$ cat config.mk
export PLATFORM = sky130hd
export DESIGN_NAME = brmc_buck_mode_ctrl
export DESIGN_NICKNAME = d
export VERILOG_FILES = /design/src/hw/brmc_buck_mode_ctrl.v
export VERILOG_INCLUDE_DIRS = /design/src /design/src/hw
export SDC_FILE = /design/constraint.sdc
export NUM_CORES = 1
export LEC_CHECK = 0
export BUFFER_PORTS_ARGS = -buffer_cell sky130_fd_sc_hd__buf_2
export CAP_MARGIN = 5
export CORE_MARGIN = 4
export CORE_UTILIZATION = 40
export DETAILED_ROUTE_END_ITERATION = 7
export SLEW_MARGIN = 15
export SYNTH_ARGS = -nofsm -noshare
export SYNTH_HDL_FRONTEND = slang
export SYNTH_SLANG_ARGS = --single-unit
$ cat constraint.sdc
create_clock -name mclk -period 2.7 [get_ports mclk]
set_input_delay 0.54 -clock mclk [delete_from_list [all_inputs] [get_ports mclk]]
set_output_delay 0.54 -clock mclk [all_outputs]
set_load 0.05 [all_outputs]
$ cat src/hw/brmc_consts.vh
// constants for the buck regulator mode control block
`ifndef BRMC_CONSTS_VH
`define BRMC_CONSTS_VH
`define BRMC_CLK_MHZ 50
`define BRMC_OC_TIME_US 8000
`define BRMC_HOLD_TIME_US 3000
`define BRMC_SS_STEP_CYC 64
`define BRMC_SLOT_CYC 500
`define BRMC_ADDR_STATUS 8'h00
`define BRMC_ADDR_FAULT 8'h04
`define BRMC_ADDR_MODES 8'h08
`define BRMC_ADDR_BUCK0 8'h20
`define BRMC_BUCK_STRIDE 8'h10
`define BRMC_OFF_CTRL 8'h00
`define BRMC_OFF_NORM 8'h04
`define BRMC_OFF_STBY 8'h08
`define BRMC_OFF_SLEEP 8'h0C
`define BRMC_KEEP_BIT 4
`define BRMC_MODE_RST 4'h8
`define BRMC_NORM_RST 7'h18
`define BRMC_STBY_RST 7'h10
`define BRMC_SLEEP_RST 7'h08
`define BRMC_PAIR_MASK 7'h3F
`define BRMC_FULL_MASK 7'h7F
`define BRMC_SW_OFF 2'h0
`define BRMC_SW_PFM 2'h1
`define BRMC_SW_APS 2'h2
`define BRMC_SW_PWM 2'h3
`define BRMC_RESP_OKAY 2'h0
`define BRMC_RESP_SLVERR 2'h2
`endif

$ cat src/hw/brmc_buck_mode_ctrl.v
// buck regulator switching mode, set point and power state control
// Function
// supply undervoltage sends power state to coin cell
// overcurrent beyond 8.0 ms raises fault flag
// soft-start steps pulse-frequency, pulse-skip, then PWM
// 3.0 ms after regulation use selected mode
// mode re-evaluated on writes, standby, sleep, load
// off mode disables regulator, enables output discharge
// PULSE_FREQUENCY_MODE, PWM fixed; auto mode follows load
// codes 0,1,3,4 map; reserved codes listed
// codes 5,6,8,C,D map normal/standby pairs
// standby uses standby set point and mode
// leaving standby restores normal mode, set point
// normal and standby set points share encoding
// turn-off: keep bit sleeps, others turn off
// sleep uses sleep set point, pulse-frequency mode
// turn-on ends sleep; kept regulators stay enabled
// unkept regulators restart at slot with defaults
// first pair sleep point 6 bits, others 7
// standby input low normal, high standby set point
// overcurrent counter restarts when condition clears
// fault flag latched until software clears it
// reserved mode codes treated as off
`include "brmc_consts.vh"
module brmc_buck_mode_ctrl #(
  parameter NBUCK = 3,
  parameter OC_CYC = `BRMC_OC_TIME_US * `BRMC_CLK_MHZ,
  parameter HOLD_CYC = `BRMC_HOLD_TIME_US * `BRMC_CLK_MHZ,
  parameter SS_STEP_CYC = `BRMC_SS_STEP_CYC,
  parameter SLOT_CYC = `BRMC_SLOT_CYC
) (
  // clock and reset
  input wire mclk,
  input wire rst_n,
  // axi4-lite write
  input wire [7:0] awaddr,
  input wire awvalid,
  output reg awready_r,
  input wire [31:0] wdata,
  input wire [3:0] wstrb,
  input wire wvalid,
  output reg wready_r,
  output reg [1:0] bresp_r,
  output reg bvalid_r,
  input wire bready,
  // axi4-lite read
  input wire [7:0] araddr,
  input wire arvalid,
  output reg arready_r,
  output reg [31:0] rdata_r,
  output reg [1:0] rresp_r,
  output reg rvalid_r,
  input wire rready,
  // power events
  input wire pwrOnEvt,
  input wire pwrOffEvt,
  input wire mainSupplyLow,
  input wire standbyIn,
  // regulator feedback
  input wire [NBUCK-1:0] ocLimit,
  input wire [NBUCK-1:0] inRegulation,
  input wire [NBUCK-1:0] loadHeavy,
  // regulator control
  output wire [NBUCK-1:0] regEnable,
  output wire [NBUCK-1:0] dischargeEn,
  output wire [NBUCK-1:0] pwmOn,
  output wire [2*NBUCK-1:0] swMode,
  output wire [7*NBUCK-1:0] setpoint,
  output reg faultIrq_r,
  output reg [1:0] pwrState_r
);
  localparam PS_OFF = 2'h0;
  localparam PS_ON = 2'h1;
  localparam PS_SLEEP = 2'h2;
  localparam PS_COIN = 2'h3;
  localparam SS_IDLE = 3'h0;
  localparam SS_PFM = 3'h1;
  localparam SS_APS = 3'h2;
  localparam SS_PWM = 3'h3;
  localparam SS_HOLD = 3'h4;
  localparam SS_RUN = 3'h5;
  localparam [18:0] OC_LIM = OC_CYC;
  localparam [17:0] HOLD_LIM = HOLD_CYC;
  localparam [17:0] STEP_LIM = SS_STEP_CYC;
  localparam [15:0] SEQ_LIM = NBUCK * SLOT_CYC;

  function [1:0] decodeMode;
    input [3:0] code;
    input stby;
    begin
      case (code)
        4'h1: decodeMode = stby ? `BRMC_SW_OFF : `BRMC_SW_PWM;
        4'h3: decodeMode = stby ? `BRMC_SW_OFF : `BRMC_SW_PFM;
        4'h4: decodeMode = stby ? `BRMC_SW_OFF : `BRMC_SW_APS;
        4'h5: decodeMode = `BRMC_SW_PWM;
        4'h6: decodeMode = stby ? `BRMC_SW_APS : `BRMC_SW_PWM;
        4'h8: decodeMode = `BRMC_SW_APS;
        4'hC: decodeMode = stby ? `BRMC_SW_PFM : `BRMC_SW_APS;
        4'hD: decodeMode = stby ? `BRMC_SW_PFM : `BRMC_SW_PWM;
        default: decodeMode = `BRMC_SW_OFF;
      endcase
    end
  endfunction

  reg [7:0] wAddr_r;
  reg [31:0] wData_r;
  reg [3:0] wStrb_r;
  reg awHeld_r;
  reg wHeld_r;
  reg [15:0] seqCnt_r;
  reg [31:0] rdNxt;
  reg rdMapped;
  integer k;
  wire wrDo = awHeld_r & wHeld_r & ~bvalid_r;
  wire wrLane0 = wrDo & wStrb_r[0];
  wire [NBUCK-1:0] keepAll;
  wire [NBUCK-1:0] faultAll;
  wire [NBUCK-1:0] wHitB;
  wire [NBUCK-1:0] rHitB;
  wire [32*NBUCK-1:0] rdBuckAll;
  wire [NBUCK-1:0] faultClr;
  wire wrMapped = (wAddr_r == `BRMC_ADDR_STATUS) |
    (wAddr_r == `BRMC_ADDR_FAULT) | (wAddr_r == `BRMC_ADDR_MODES) |
    (|wHitB);

  assign faultClr = (wrLane0 && wAddr_r == `BRMC_ADDR_FAULT) ?
    wData_r[NBUCK-1:0] : {NBUCK{1'b0}};

  // write channel: address and data taken in either order
  always @(posedge mclk or negedge rst_n)
  begin
    if (!rst_n)
    begin
      awready_r <= 1'b1;
      wready_r <= 1'b1;
      awHeld_r <= 1'b0;
      wHeld_r <= 1'b0;
      bvalid_r <= 1'b0;
      bresp_r <= `BRMC_RESP_OKAY;
      wAddr_r <= 8'h00;
      wData_r <= 32'h00000000;
      wStrb_r <= 4'h0;
    end
    else
    begin
      if (awvalid && awready_r)
      begin
        awready_r <= 1'b0;
        awHeld_r <= 1'b1;
        wAddr_r <= awaddr;
      end
      if (wvalid && wready_r)
      begin
        wready_r <= 1'b0;
        wHeld_r <= 1'b1;
        wData_r <= wdata;
        wStrb_r <= wstrb;
      end
      if (wrDo)
      begin
        awHeld_r <= 1'b0;
        wHeld_r <= 1'b0;
        bvalid_r <= 1'b1;
        bresp_r <= wrMapped ? `BRMC_RESP_OKAY : `BRMC_RESP_SLVERR;
      end
      if (bvalid_r && bready)
      begin
        bvalid_r <= 1'b0;
        awready_r <= 1'b1;
        wready_r <= 1'b1;
      end
    end
  end

  // read data mux on the incoming address
  always @*
  begin
    rdNxt = 32'h00000000;
    rdMapped = 1'b1;
    case (araddr)
      `BRMC_ADDR_STATUS:
      begin
        rdNxt[1:0] = pwrState_r;
        rdNxt[2] = standbyIn;
        rdNxt[4 +: NBUCK] = regEnable;
      end
      `BRMC_ADDR_FAULT: rdNxt[NBUCK-1:0] = faultAll;
      `BRMC_ADDR_MODES:
      begin
        rdNxt[2*NBUCK-1:0] = swMode;
        rdNxt[16 +: NBUCK] = pwmOn;
      end
      default:
      begin
        rdMapped = |rHitB;
        for (k = 0; k < NBUCK; k = k + 1)
          rdNxt = rdNxt | rdBuckAll[32*k +: 32];
      end
    endcase
  end

  always @(posedge mclk or negedge rst_n)
  begin
    if (!rst_n)
    begin
      arready_r <= 1'b1;
      rvalid_r <= 1'b0;
      rdata_r <= 32'h00000000;
      rresp_r <= `BRMC_RESP_OKAY;
    end
    else if (arvalid && arready_r)
    begin
      arready_r <= 1'b0;
      rvalid_r <= 1'b1;
      rdata_r <= rdNxt;
      rresp_r <= rdMapped ? `BRMC_RESP_OKAY : `BRMC_RESP_SLVERR;
    end
    else if (rvalid_r && rready)
    begin
      rvalid_r <= 1'b0;
      arready_r <= 1'b1;
    end
  end

  // power state machine and start-up slot counter
  always @(posedge mclk or negedge rst_n)
  begin
    if (!rst_n)
    begin
      pwrState_r <= PS_OFF;
      seqCnt_r <= 16'h0000;
      faultIrq_r <= 1'b0;
    end
    else
    begin
      faultIrq_r <= |faultAll;
      if (pwrState_r == PS_ON && seqCnt_r != SEQ_LIM)
        seqCnt_r <= seqCnt_r + 16'h0001;
      if (mainSupplyLow)
        pwrState_r <= PS_COIN;
      else
        case (pwrState_r)
          PS_OFF, PS_SLEEP:
            if (pwrOnEvt)
            begin
              pwrState_r <= PS_ON;
              seqCnt_r <= 16'h0000;
            end
          PS_ON:
            if (pwrOffEvt)
              pwrState_r <= (|keepAll) ? PS_SLEEP : PS_OFF;
          PS_COIN: pwrState_r <= PS_OFF;
          default: pwrState_r <= PS_OFF;
        endcase
    end
  end

  genvar i;
  generate
    for (i = 0; i < NBUCK; i = i + 1)
    begin : buck
      localparam [7:0] BASE = `BRMC_ADDR_BUCK0 + i * `BRMC_BUCK_STRIDE;
      localparam [7:0] A_CTRL = BASE + `BRMC_OFF_CTRL;
      localparam [7:0] A_NORM = BASE + `BRMC_OFF_NORM;
      localparam [7:0] A_STBY = BASE + `BRMC_OFF_STBY;
      localparam [7:0] A_SLEEP = BASE + `BRMC_OFF_SLEEP;
      localparam [6:0] SPMASK = (i == 0) ? `BRMC_PAIR_MASK :
        `BRMC_FULL_MASK;
      localparam [15:0] SLOT_I = i * SLOT_CYC;
      reg [3:0] mode_r;
      reg keep_r;
      reg [6:0] norm_r;
      reg [6:0] stby_r;
      reg [6:0] slp_r;
      reg [2:0] ss_r;
      reg [17:0] ssCnt_r;
      reg [18:0] ocCnt_r;
      reg fault_r;
      reg [1:0] sel_r;
      reg en_r;
      reg dis_r;
      reg pwm_r;
      reg [6:0] sp_r;
      reg [1:0] selNxt;
      reg [6:0] spNxt;
      reg [31:0] rdB;
      wire offReq = (pwrState_r == PS_OFF) || (pwrState_r == PS_COIN) ||
        (pwrState_r == PS_SLEEP && !keep_r);
      wire offEdge = offReq && ss_r != SS_IDLE;
      wire startReq = pwrState_r == PS_ON && seqCnt_r >= SLOT_I;

      assign wHitB[i] = wAddr_r == A_CTRL || wAddr_r == A_NORM ||
        wAddr_r == A_STBY || wAddr_r == A_SLEEP;
      assign rHitB[i] = araddr == A_CTRL || araddr == A_NORM ||
        araddr == A_STBY || araddr == A_SLEEP;
      assign keepAll[i] = keep_r;
      assign faultAll[i] = fault_r;
      assign regEnable[i] = en_r;
      assign dischargeEn[i] = dis_r;
      assign pwmOn[i] = pwm_r;
      assign swMode[2*i +: 2] = sel_r;
      assign setpoint[7*i +: 7] = sp_r;
      assign rdBuckAll[32*i +: 32] = rdB;

      always @*
      begin
        rdB = 32'h00000000;
        if (araddr == A_CTRL)
          rdB[`BRMC_KEEP_BIT:0] = {keep_r, mode_r};
        else if (araddr == A_NORM)
          rdB[6:0] = norm_r;
        else if (araddr == A_STBY)
          rdB[6:0] = stby_r;
        else if (araddr == A_SLEEP)
          rdB[6:0] = slp_r;
      end

      // configuration; an unkept turn-off restores the default mode and normal set point
      always @(posedge mclk or negedge rst_n)
      begin
        if (!rst_n)
        begin
          mode_r <= `BRMC_MODE_RST;
          keep_r <= 1'b0;
          norm_r <= `BRMC_NORM_RST & SPMASK;
          stby_r <= `BRMC_STBY_RST & SPMASK;
          slp_r <= `BRMC_SLEEP_RST & SPMASK;
        end
        else
        begin
          if (offEdge)
          begin
            mode_r <= `BRMC_MODE_RST;
            norm_r <= `BRMC_NORM_RST & SPMASK;
          end
          else if (wrLane0 && wAddr_r == A_CTRL)
            mode_r <= wData_r[3:0];
          else if (wrLane0 && wAddr_r == A_NORM)
            norm_r <= wData_r[6:0] & SPMASK;
          if (wrLane0 && wAddr_r == A_CTRL)
            keep_r <= wData_r[`BRMC_KEEP_BIT];
          if (wrLane0 && wAddr_r == A_STBY)
            stby_r <= wData_r[6:0] & SPMASK;
          if (wrLane0 && wAddr_r == A_SLEEP)
            slp_r <= wData_r[6:0] & SPMASK;
        end
      end

      // mode and set point recomputed every cycle from current inputs
      always @*
      begin
        spNxt = norm_r;
        selNxt = `BRMC_SW_OFF;
        case (ss_r)
          SS_PFM: selNxt = `BRMC_SW_PFM;
          SS_APS: selNxt = `BRMC_SW_APS;
          SS_PWM, SS_HOLD: selNxt = `BRMC_SW_PWM;
          SS_RUN:
            if (pwrState_r == PS_SLEEP)
            begin
              selNxt = `BRMC_SW_PFM;
              spNxt = slp_r;
            end
            else if (standbyIn)
            begin
              selNxt = decodeMode(mode_r, 1'b1);
              spNxt = stby_r;
            end
            else
              selNxt = decodeMode(mode_r, 1'b0);
          default: selNxt = `BRMC_SW_OFF;
        endcase
      end

      always @(posedge mclk or negedge rst_n)
      begin
        if (!rst_n)
        begin
          ss_r <= SS_IDLE;
          ssCnt_r <= 18'h00000;
          ocCnt_r <= 19'h00000;
          fault_r <= 1'b0;
          sel_r <= `BRMC_SW_OFF;
          en_r <= 1'b0;
          dis_r <= 1'b1;
          pwm_r <= 1'b0;
          sp_r <= 7'h00;
        end
        else
        begin
          sel_r <= selNxt;
          en_r <= selNxt != `BRMC_SW_OFF;
          dis_r <= selNxt == `BRMC_SW_OFF;
          pwm_r <= selNxt == `BRMC_SW_PWM ||
            (selNxt == `BRMC_SW_APS && loadHeavy[i]);
          sp_r <= spNxt;
          if (!ocLimit[i])
            ocCnt_r <= 19'h00000;
          else if (ocCnt_r != OC_LIM)
            ocCnt_r <= ocCnt_r + 19'h00001;
          fault_r <= (ocLimit[i] && ocCnt_r == OC_LIM) |
            (fault_r & ~faultClr[i]);
          ssCnt_r <= ssCnt_r + 18'h00001;
          if (offReq)
            ss_r <= SS_IDLE;
          else
            case (ss_r)
              SS_IDLE:
                if (startReq)
                begin
                  ss_r <= SS_PFM;
                  ssCnt_r <= 18'h00000;
                end
              SS_PFM, SS_APS:
                if (ssCnt_r == STEP_LIM)
                begin
                  ss_r <= ss_r + 3'h1;
                  ssCnt_r <= 18'h00000;
                end
              SS_PWM:
                if (inRegulation[i])
                begin
                  ss_r <= SS_HOLD;
                  ssCnt_r <= 18'h00000;
                end
              SS_HOLD:
                if (ssCnt_r == HOLD_LIM)
                  ss_r <= SS_RUN;
              SS_RUN: ss_r <= SS_RUN;
              default: ss_r <= SS_IDLE;
            endcase
        end
      end
    end
  endgenerate
endmodule

==> flow_metrics.tcl, run 1 <==
set metrics [dict create \
    ir_drop_uv 598.9 \
    dieArea_um2 41390 \
    nets 1767 \
    dr.pass1.iters 5 \
    total_power_mw 13.84 \
    crit_type "register to register" \
    path_max_fanout 27 \
    status "completed" \
    hold_start "arvalid" \
    dp.cells 2129 \
    cts_root_buffer "clkbuf_16" \
    clockBufferDepth 3 \
    drc_errors 0 \
    grt_pass1_vias 11770 \
    synth_cells 1552 \
    ys_types 83 \
    worstHoldPathCells 2 \
    synth.most_common_cell "dfrtp_1" \
    async_flop_share_pct 100.0 \
    yosysTopAreaCellShare_pct 43.57 \
    dr_total_vias 11780 \
    slew_headroom_pct 43.83 \
    seqPwrFrac_pct 43.0 \
    yosysWarnings 0 \
    ios 152 \
    core_area_um2 37670 \
    hold_path_class "input port to register" \
    fmax_ghz 0.4286 \
    tightest_slew_ps 839.4 \
    startpoint_type "register" \
    endpoint_kind "register" \
    syn_area_um2 15280 \
    switching_share_pct 35.33 \
    skew_ps 20.26 \
    dpl-instance-area_um2 16320 \
    grt.overflow.total 0 \
    ys_seq_area_share_pct 47.18 \
    routedWlPerCell_um 17.88 \
    antenna_found_initial 4 \
    dpl.hpwl_mm 28.18 \
    tritoncts "done" \
    reg2reg_to "buck[0].ssCnt_r[1]" \
    final_util_pct 46.35 \
    r2r.worst_path.cells 7 \
    arrival_ps 2730 \
    io_buffers 98 \
    finalNonFillerCells 2193 \
    leakagePower_nw 7.742 \
    areaGrowthSynthToFinish_pct 14.27 \
    cp.required_ps 3090 \
    drv_slew 0 \
    start_util_pct 40.56 \
    cts_made_buffers 35 \
    die_x_um 203.4 \
    hold_viol 0 \
    clk_pin_slew_worst_paths_ps 60 \
    antenna_left 0 \
    routed_wl_mm 39.20 \
    clk-insertion-delay-late_ps 530 \
    max-cap-violations 0 \
    rsz0062_at_grt "no" \
    fin_crit_sh_pct 86.41 \
    rrSetupSlack_ps 370 \
    viasPerCell 5.370 \
    share_comb_of_total_power_pct 23.5 \
    p_clk_share_pct 33.5 \
    synth_common_cells "266 x dfrtp_1, 152 x nand2_1, 151 x nor2_1" \
    ys_ff_latch 287 \
    gp_congestion 0.9175 \
    h-tree-depth 2 \
    switchingPower_mw 4.890 \
    power_density_nw_per_um2 792.8 \
    yosysTopAreaCell "dfrtp_1" \
    synth_flop_cell "dfrtp_1" \
    setup_viol_count_final 0 \
    internal-power_mw 8.951 \
    r2r_start "pwrState_r[0]" \
    fin_area_um2 17460 \
    cts.sinks 287 \
    grt_usage_pct 18.99 \
    fin_tns_setup_ps 0 \
    min_to "arready_r" \
    cts_setup_buffers 0 \
    avgSynthCellArea_um2 9.844 \
    netlist_top_cells_area "dfrtp_1 44%, mux2_2 4.7%, nand2_1 3.7%, nor2_1 3.7%, dfstp_2 3.6%" \
    grt_pass1_wl_mm 63.98 \
    grt_max_degree 65 \
    first_iter_violations 868 \
    synth-edff-count 0 \
    fin_crit_ps 2333 \
    die_h_um 203.4 \
    layout-drive-gt1-share_pct 17.45 \
    placementRows 71 \
]
-- power by group through the flow --
stage	Clock (mW)	Sequential [mW]	Combinational [mW]
after floorplan	0	5.98	2.21
after global placement	0	5.99	3.20
after detailed placement	0	6.02	3.26
after CTS	4.78	5.95	3.28
after global routing	4.95	6.08	3.59
final	4.63	5.96	3.25
-- cell families (layout without fill, tap and decap cells) --
group           after synthesis  count (layout)  share of synthesized area, %
xor+xnor                    107             107                         6.134
buf+inv                     162             265                         4.979
fa+ha+maj                    39              39                         3.194
simple gates                593             593                         19.93
other cells                   1              28                       0.02454
compound gates              271             271                         12.00
mux                          92              92                         6.560
flops                       287             287                         47.18
-- critical path, cell delays in order (launching register included) --
cell and delay, ps:
dfrtp_1 490, inv_1 110, ha_1 220, buf_4 240
a21boi_0 570, o2111a_1 280, buf_4 220, nor2b_1 70
-- per-layer routing --
metal | part of all wire, % | up-vias | wire length [um] | GRT usage (%)
met3 | 6.0 | 78 | 2362 | 3.753
met4 | 3.1 | 4 | 1221 | 6.432
met1 | 45 | 5757 | 17710 | 26.79
li1 | - | 5626 | - | -
met2 | 46 | 311 | 17880 | 29.51
met5 | 0.064 | - | 25 | 0
-- sequential cells by signal, indices dropped and copies added, names as in the netlist, 6 cells and up --
name and flops:
buck.mode_r 12, buck.norm_r 20, buck.ocCnt_r 57, buck.sel_r 6, buck.slp_r 20, buck.sp_r 20
buck.ssCnt_r 54, buck.ss_r 9, buck.stby_r 20, rdata_r 10, seqCnt_r 16, wAddr_r 8
wData_r 7
-- layout by cell type, fill, tap and decap left out, types with 25 or more instances in the layout --
master / instances
xor2_1: 47
nand2_1: 152
dfrtp_1: 266
inv_1: 68
conb_1: 25
nor2_1: 151
a21oi_1: 51
xnor2_1: 60
buf_2: 97
ha_1: 39
clkbuf_16: 35
o21ai_0: 67
nor3_1: 25
a22oi_1: 29
nand3_1: 58
and2_1: 41
nand4_1: 33
mux2_2: 64
mux2i_1: 27
buf_4: 33
-- through the flow --
step	worst slack, ps	hold WS, ps
after floorplan	205.5	244.4
after global placement	361.6	450.8
after detailed placement	304.3	460.6
after CTS	388.7	150.5
after global routing	211.2	165.9
final	366.8	174.3
-- timing repair --
action | 4_1_cts | 5_1_grt
endpoints found under the hold margin | 56 | 0
hold buffers | 1 | 0
resized for setup | 0 | 0
-- worst max path at each step --
| stage | from | slack [ps] | to | depth (start not counted) |
|---|---|---|---|---|
| CTS | pwrState_r[0] | 390 | buck[0].ssCnt_r[1] | 7 |
| floorplan | pwrState_r[0] | 210 | buck[1].ssCnt_r[10] | 8 |
| global placement | araddr[3] | 360 | rdata_r[4] | 6 |
| detailed placement | araddr[3] | 300 | rdata_r[2] | 6 |
| global route | pwrState_r[0] | 210 | buck[0].ssCnt_r[1] | 7 |
| finish | pwrState_r[0] | 370 | buck[0].ssCnt_r[1] | 7 |
-- layout make-up --
type | instances | area (um^2)
antenna | 3 | 7.507
clock inverter | 12 | 147.6
multi-input combinational | 1127 | 7400
clock buffer | 48 | 974.7
sequential | 287 | 7208
inverter | 70 | 262.8
timing repair buffer | 135 | 818.3
fill | 3574 | 20210
tap | 511 | 639.4
Power figures use the tool's default switching activity.
==> inputs of run 2 (changes only) <==
- ABC_AREA: default -> 1
==> flow_metrics.tcl, run 2 <==
set metrics [dict create \
    status "completed" \
    ir_drop_uv 413.1 \
    synth.most_common_cell "nand2_1" \
    h-tree-depth 2 \
    async_flop_share_pct 100.0 \
    drv_slew 0 \
    hold_viol 0 \
    avgSynthCellArea_um2 7.429 \
    gp_congestion 0.9050 \
    grt_usage_pct 19.60 \
    cts_made_buffers 34 \
    antenna_left 0 \
    clockBufferDepth 3 \
    die_x_um 208.1 \
    cts.sinks 287 \
    rrSetupSlack_ps 430 \
    cp.required_ps 3080 \
    netlist_top_cells_area "dfrtp_1 42%, nand2_1 12%, nor2_1 7.6%, inv_1 6.4%, nand3_1 5.3%" \
    layout-drive-gt1-share_pct 10.02 \
    placementRows 73 \
    routedWlPerCell_um 15.20 \
    core_area_um2 39640 \
    tritoncts "done" \
    reg2reg_to "buck[1].sp_r[6]" \
    worstSetupEndpoint "buck[1].sp_r[6]" \
    fillCellCount 4018 \
    total_power_mw 15.68 \
    fmax_ghz 0.4408 \
    areaGrowthSynthToFinish_pct 14.25 \
    clk_pin_slew_worst_paths_ps 60 \
    nets 2380 \
    fin_crit_sh_pct 84.02 \
    path_max_fanout 9 \
    slew_headroom_pct 59.52 \
    ys_seq_area_share_pct 45.02 \
    antenna_cells 0 \
    synth-edff-count 0 \
    ios 152 \
    layout_common_cells "491 x nand2_1, 325 x nor2_1, 272 x inv_1, 266 x dfrtp_1, 171 x nand3_1" \
    final_common_cell "nand2_1" \
    fin_tns_setup_ps 0 \
    synth_flop_cell "dfrtp_1" \
    r2r_start "buck[1].ss_r[1]" \
    cts_root_buffer "clkbuf_16" \
    setup_viol_count_final 0 \
    leakagePower_nw 8.862 \
    arrival_ps 2650 \
    first_iter_violations 1057 \
    drc_errors 0 \
    grt_pass1_vias 13720 \
    routed_wl_mm 42.87 \
    yosysTopAreaCellShare_pct 41.58 \
    synth_common_cells "491 x nand2_1, 325 x nor2_1, 272 x inv_1" \
    clk-insertion-delay-late_ps 530 \
    start_util_pct 40.39 \
    max-cap-violations 0 \
    die_h_um 208.1 \
    startpoint "buck[1].ss_r[1]" \
    largestRegisters "buck.ocCnt_r x57, buck.ssCnt_r x54" \
    antenna_found_initial 1 \
    dieArea_um2 43290 \
    yosysTopAreaCell "dfrtp_1" \
    hold_path_class "input port to register" \
    io_buffers 98 \
    grt.overflow.total 0 \
    rsz0062_at_grt "no" \
    dpl.hpwl_mm 31.83 \
    grt_pass1_wl_mm 70.52 \
    syn_area_um2 16010 \
    yosysWarnings 0 \
    startpoint_type "register" \
    dr.pass1.iters 5 \
    largest_reg_flops 57 \
    crit_type "register to register" \
    top_register "buck.ocCnt_r" \
    fin_crit_ps 2268 \
    skew_ps 12.37 \
    synth_cells 2155 \
    r2r.worst_path.cells 6 \
    viasPerCell 5.044 \
    grt_max_degree 66 \
    ys_types 51 \
    dr_total_vias 14220 \
    tightest_slew_ps 607.2 \
    ys_ff_latch 287 \
    endpoint_kind "register" \
    power_density_nw_per_um2 857.4 \
]
[run 2: routing by layer]
layer  track usage (%)  vias to the layer above  routed length [um]
li1                  -                     7133                   -
met1             27.64                     6621               19800
met3             4.177                       82                2891
met2             30.47                      388               18830
met4             6.048                        0                1348
met5                 0                        -                   0
[run 2: how the worst min path moves through the flow]
stage	startpoint	to	cells past startpoint
CTS	awvalid	awready_r	2
global route	wvalid	wready_r	2
detailed placement	rdata_r[16]	rdata_r[16]	2
global placement	rdata_r[16]	rdata_r[16]	2
floorplan	rst_n	awHeld_r	0
finish	awvalid	awready_r	2
[run 2: through the flow]
| stage | hold WS [ps] | std cells | instance area [um^2] | utilization, % | worst slack [ps] |
|---|---|---|---|---|---|
| 6_report | 186.7 | 2820 | 18290 | 46.15 | 431.6 |
| 5_1_grt | 200.0 | 2820 | 18290 | 46.15 | 214.6 |
| 4_1_cts | 158.1 | 2820 | 18290 | 46.15 | 499.3 |
| 3_5_place_dp | 460.0 | 2757 | 17100 | 43.15 | 519.0 |
| 3_3_place_gp | 457.0 | 2757 | 17100 | 43.15 | 586.0 |
| 2_1_floorplan | 244.4 | 2179 | 16100 | - | 456.3 |
[run 2: cell families after synthesis]
| logic type | after synthesis | synth area share [%] |
|---|---|---|
| simple gates | 1106 | 29.00 |
| compound gates | 316 | 10.75 |
| flops | 287 | 45.02 |
| xor+xnor | 51 | 2.790 |
| fa+ha+maj | 39 | 3.048 |
| buf+inv | 355 | 9.362 |
| other cells | 1 | 0.02342 |
[run 2: where the power goes]
part | total, mW | internal [mW] | switching (mW) | leakage, nW
logic | 4.82 | 1.36 | 3.46 | 4.53
registers | 6.04 | 5.21 | 0.837 | 3.75
clock network | 4.82 | 2.98 | 1.84 | 0.579
[run 2: area by class of cell]
type                    instances  area (um^2)  area share [%]
multi-input cells            1537         7393           40.42
flip-flops and latches        287         7208           39.41
inverters                     275         1032           5.643
well taps                     525        656.9           3.591
repair buffers                134        823.3           4.501
clock inverters                 9        122.6          0.6703
clock buffers                  53         1056           5.773
[run 2: repair_timing]
action	CTS	global route
hold buffers	1	0
endpoints found under the hold margin	40	0
gates resized for setup	0	0
buffers inserted	0	0
endpoints found under the setup margin	0	0
[run 2: critical path, cell delays in order (launching register included)]
cell and delay (ps):
dfrtp_1 440, inv_1 110, ha_1 400, nand2_1 320
nor2_1 270, inv_1 190, o22ai_1 380
==> inputs of run 3 (changes only) <==
- ABC_AREA: 1 -> 0
- clock period: 2.7 -> 1.9 ns (I/O delays scaled with it)
==> flow_metrics.tcl, run 3 (synthesis results as in run 1) <==
set metrics [dict create \
    share_comb_of_total_power_pct 28.1 \
    arrival_ps 2410 \
    routed_wl_mm 41.76 \
    h-tree-depth 2 \
    layout_common_cells "257 x dfrtp_1, 160 x buf_4, 149 x nand2_1, 126 x nor2_1, 97 x buf_2" \
    slew_headroom_pct 46.72 \
    final_util_pct 51.70 \
    antenna_left 0 \
    top_register "buck.ocCnt_r" \
    grt_max_degree 70 \
    clk_pin_slew_worst_paths_ps 60 \
    crit_type "register to register" \
    drc_errors 0 \
    routedWlPerCell_um 17.82 \
    setup_viol_count_final 13 \
    fin_crit_ps 1949 \
    clk-insertion-delay-late_ps 540 \
    clockBufferDepth 3 \
    viasPerCell 5.318 \
    rsz0062_at_grt "yes" \
    layout-drive-gt1-share_pct 30.37 \
    cts_root_buffer "clkbuf_16" \
    switching_share_pct 34.86 \
    violations "setup timing" \
    tritoncts "done" \
    place_ws_ps -150.0 \
    antenna_found_initial 5 \
    leakagePower_nw 8.655 \
    grt.overflow.total 0 \
    seqPwrFrac_pct 39.1 \
    total_power_mw 21.50 \
    die_h_um 203.4 \
    hold_path_class "input port to register" \
    path_max_fanout 7 \
    cts.sinks 287 \
    cts_made_buffers 35 \
    gp_congestion 0.8942 \
    io_buffers 98 \
    startpoint_type "register" \
    hold_viol 0 \
    dieArea_um2 41390 \
    final_common_cell "dfrtp_1" \
    fillCellCount 3411 \
    ios 152 \
    dr_total_vias 12470 \
    power_density_nw_per_um2 1104 \
    switchingPower_mw 7.494 \
    tightest_slew_ps 799.2 \
    areaGrowthSynthToFinish_pct 27.46 \
    internal-power_mw 14.00 \
    drv_slew 0 \
    largestRegisters "buck.ocCnt_r x57, buck.ssCnt_r x54" \
    layout_setup_ws_ps -49.43 \
    fin_crit_sh_pct 102.6 \
    p_clk_share_pct 32.9 \
    grt_pass1_wl_mm 66.10 \
    ir_drop_uv 874.3 \
    status "finished with violations" \
    largest_reg_flops 57 \
    skew_ps 19.90 \
    grt_pass1_vias 12240 \
    nets 1916 \
    holdWs_ps 47.32 \
    max-cap-violations 0 \
    core_area_um2 37670 \
    start_util_pct 40.56 \
    dpl.hpwl_mm 29.51 \
    cp.required_ps 2360 \
    placementRows 71 \
    die_x_um 203.4 \
    fmax_ghz 0.5130 \
    grt_usage_pct 19.51 \
    first_iter_violations 962 \
    dr.pass1.iters 5 \
    endpoint_kind "register" \
]
run 3: power by group through the flow:
stage	logic [mW]	registers [mW]	clock network (mW)
floorplan	3.23	8.51	0
global route	6.57	8.51	7.50
finish	6.03	8.40	7.07
CTS	5.60	8.36	7.24
global placement	5.39	8.41	0
detailed placement	5.51	8.43	0
run 3: final cells by class:
class	count	area [um^2]	share of cell area (%)
clock buffers	50	1045	5.365
diodes	2	5.005	0.02570
clock inverters	13	183.9	0.9445
multi-input cells	1127	7984	41.00
well taps	511	639.4	3.283
inverters	70	270.3	1.388
repair buffers	284	2127	10.92
flip-flops and latches	287	7219	37.07
run 3: final timing paths:
check                                      to  slack, ps  cells past startpoint   startpoint
min in group asynchronous  buck[2].ocCnt_r[8]        270                      2        rst_n
min reg2reg                       rdata_r[17]        470                      2  rdata_r[17]
max                         buck[1].norm_r[2]        -50                      6   wAddr_r[6]
min                                  bvalid_r         50                      2       bready
max reg2reg                 buck[1].norm_r[2]        -50                      6   wAddr_r[6]
max in group asynchronous           arready_r        940                      3        rst_n
run 3: worst max-delay path, cell delays in order (launching register included):
cell     delay (ps)
dfrtp_1         380
or3b_4          420
or3_4           440
buf_8           170
nor2_4          200
nand2_1         110
a21oi_2         160
run 3: per-stage QoR:
step	TNS [ps]	std cells	instance area [um^2]
after CTS	-235.8	2320	18780
after detailed placement	-1506	2250	17370
after global routing	-2755	2343	19470
after global placement	-797.2	2250	17370
final	-359.2	2344	19470
after floorplan	-484.3	1576	15480
run 3: per-layer routing:
metal	vias up	track usage (%)	part of all wire, %
met3	86	4.102	5.3
met1	6127	27.47	45
met2	299	30.84	47
met4	4	5.276	2.4
li1	5950	-	-
met5	-	0	0.057
run 3: timing repair:
item	in CTS	in global routing
pin swaps	19	39
gates cloned	0	5
endpoints found under the hold margin	117	0
setup endpoints to repair	44	125
gates resized for setup	34	112
hold buffers	4	0
buffers inserted	4	17
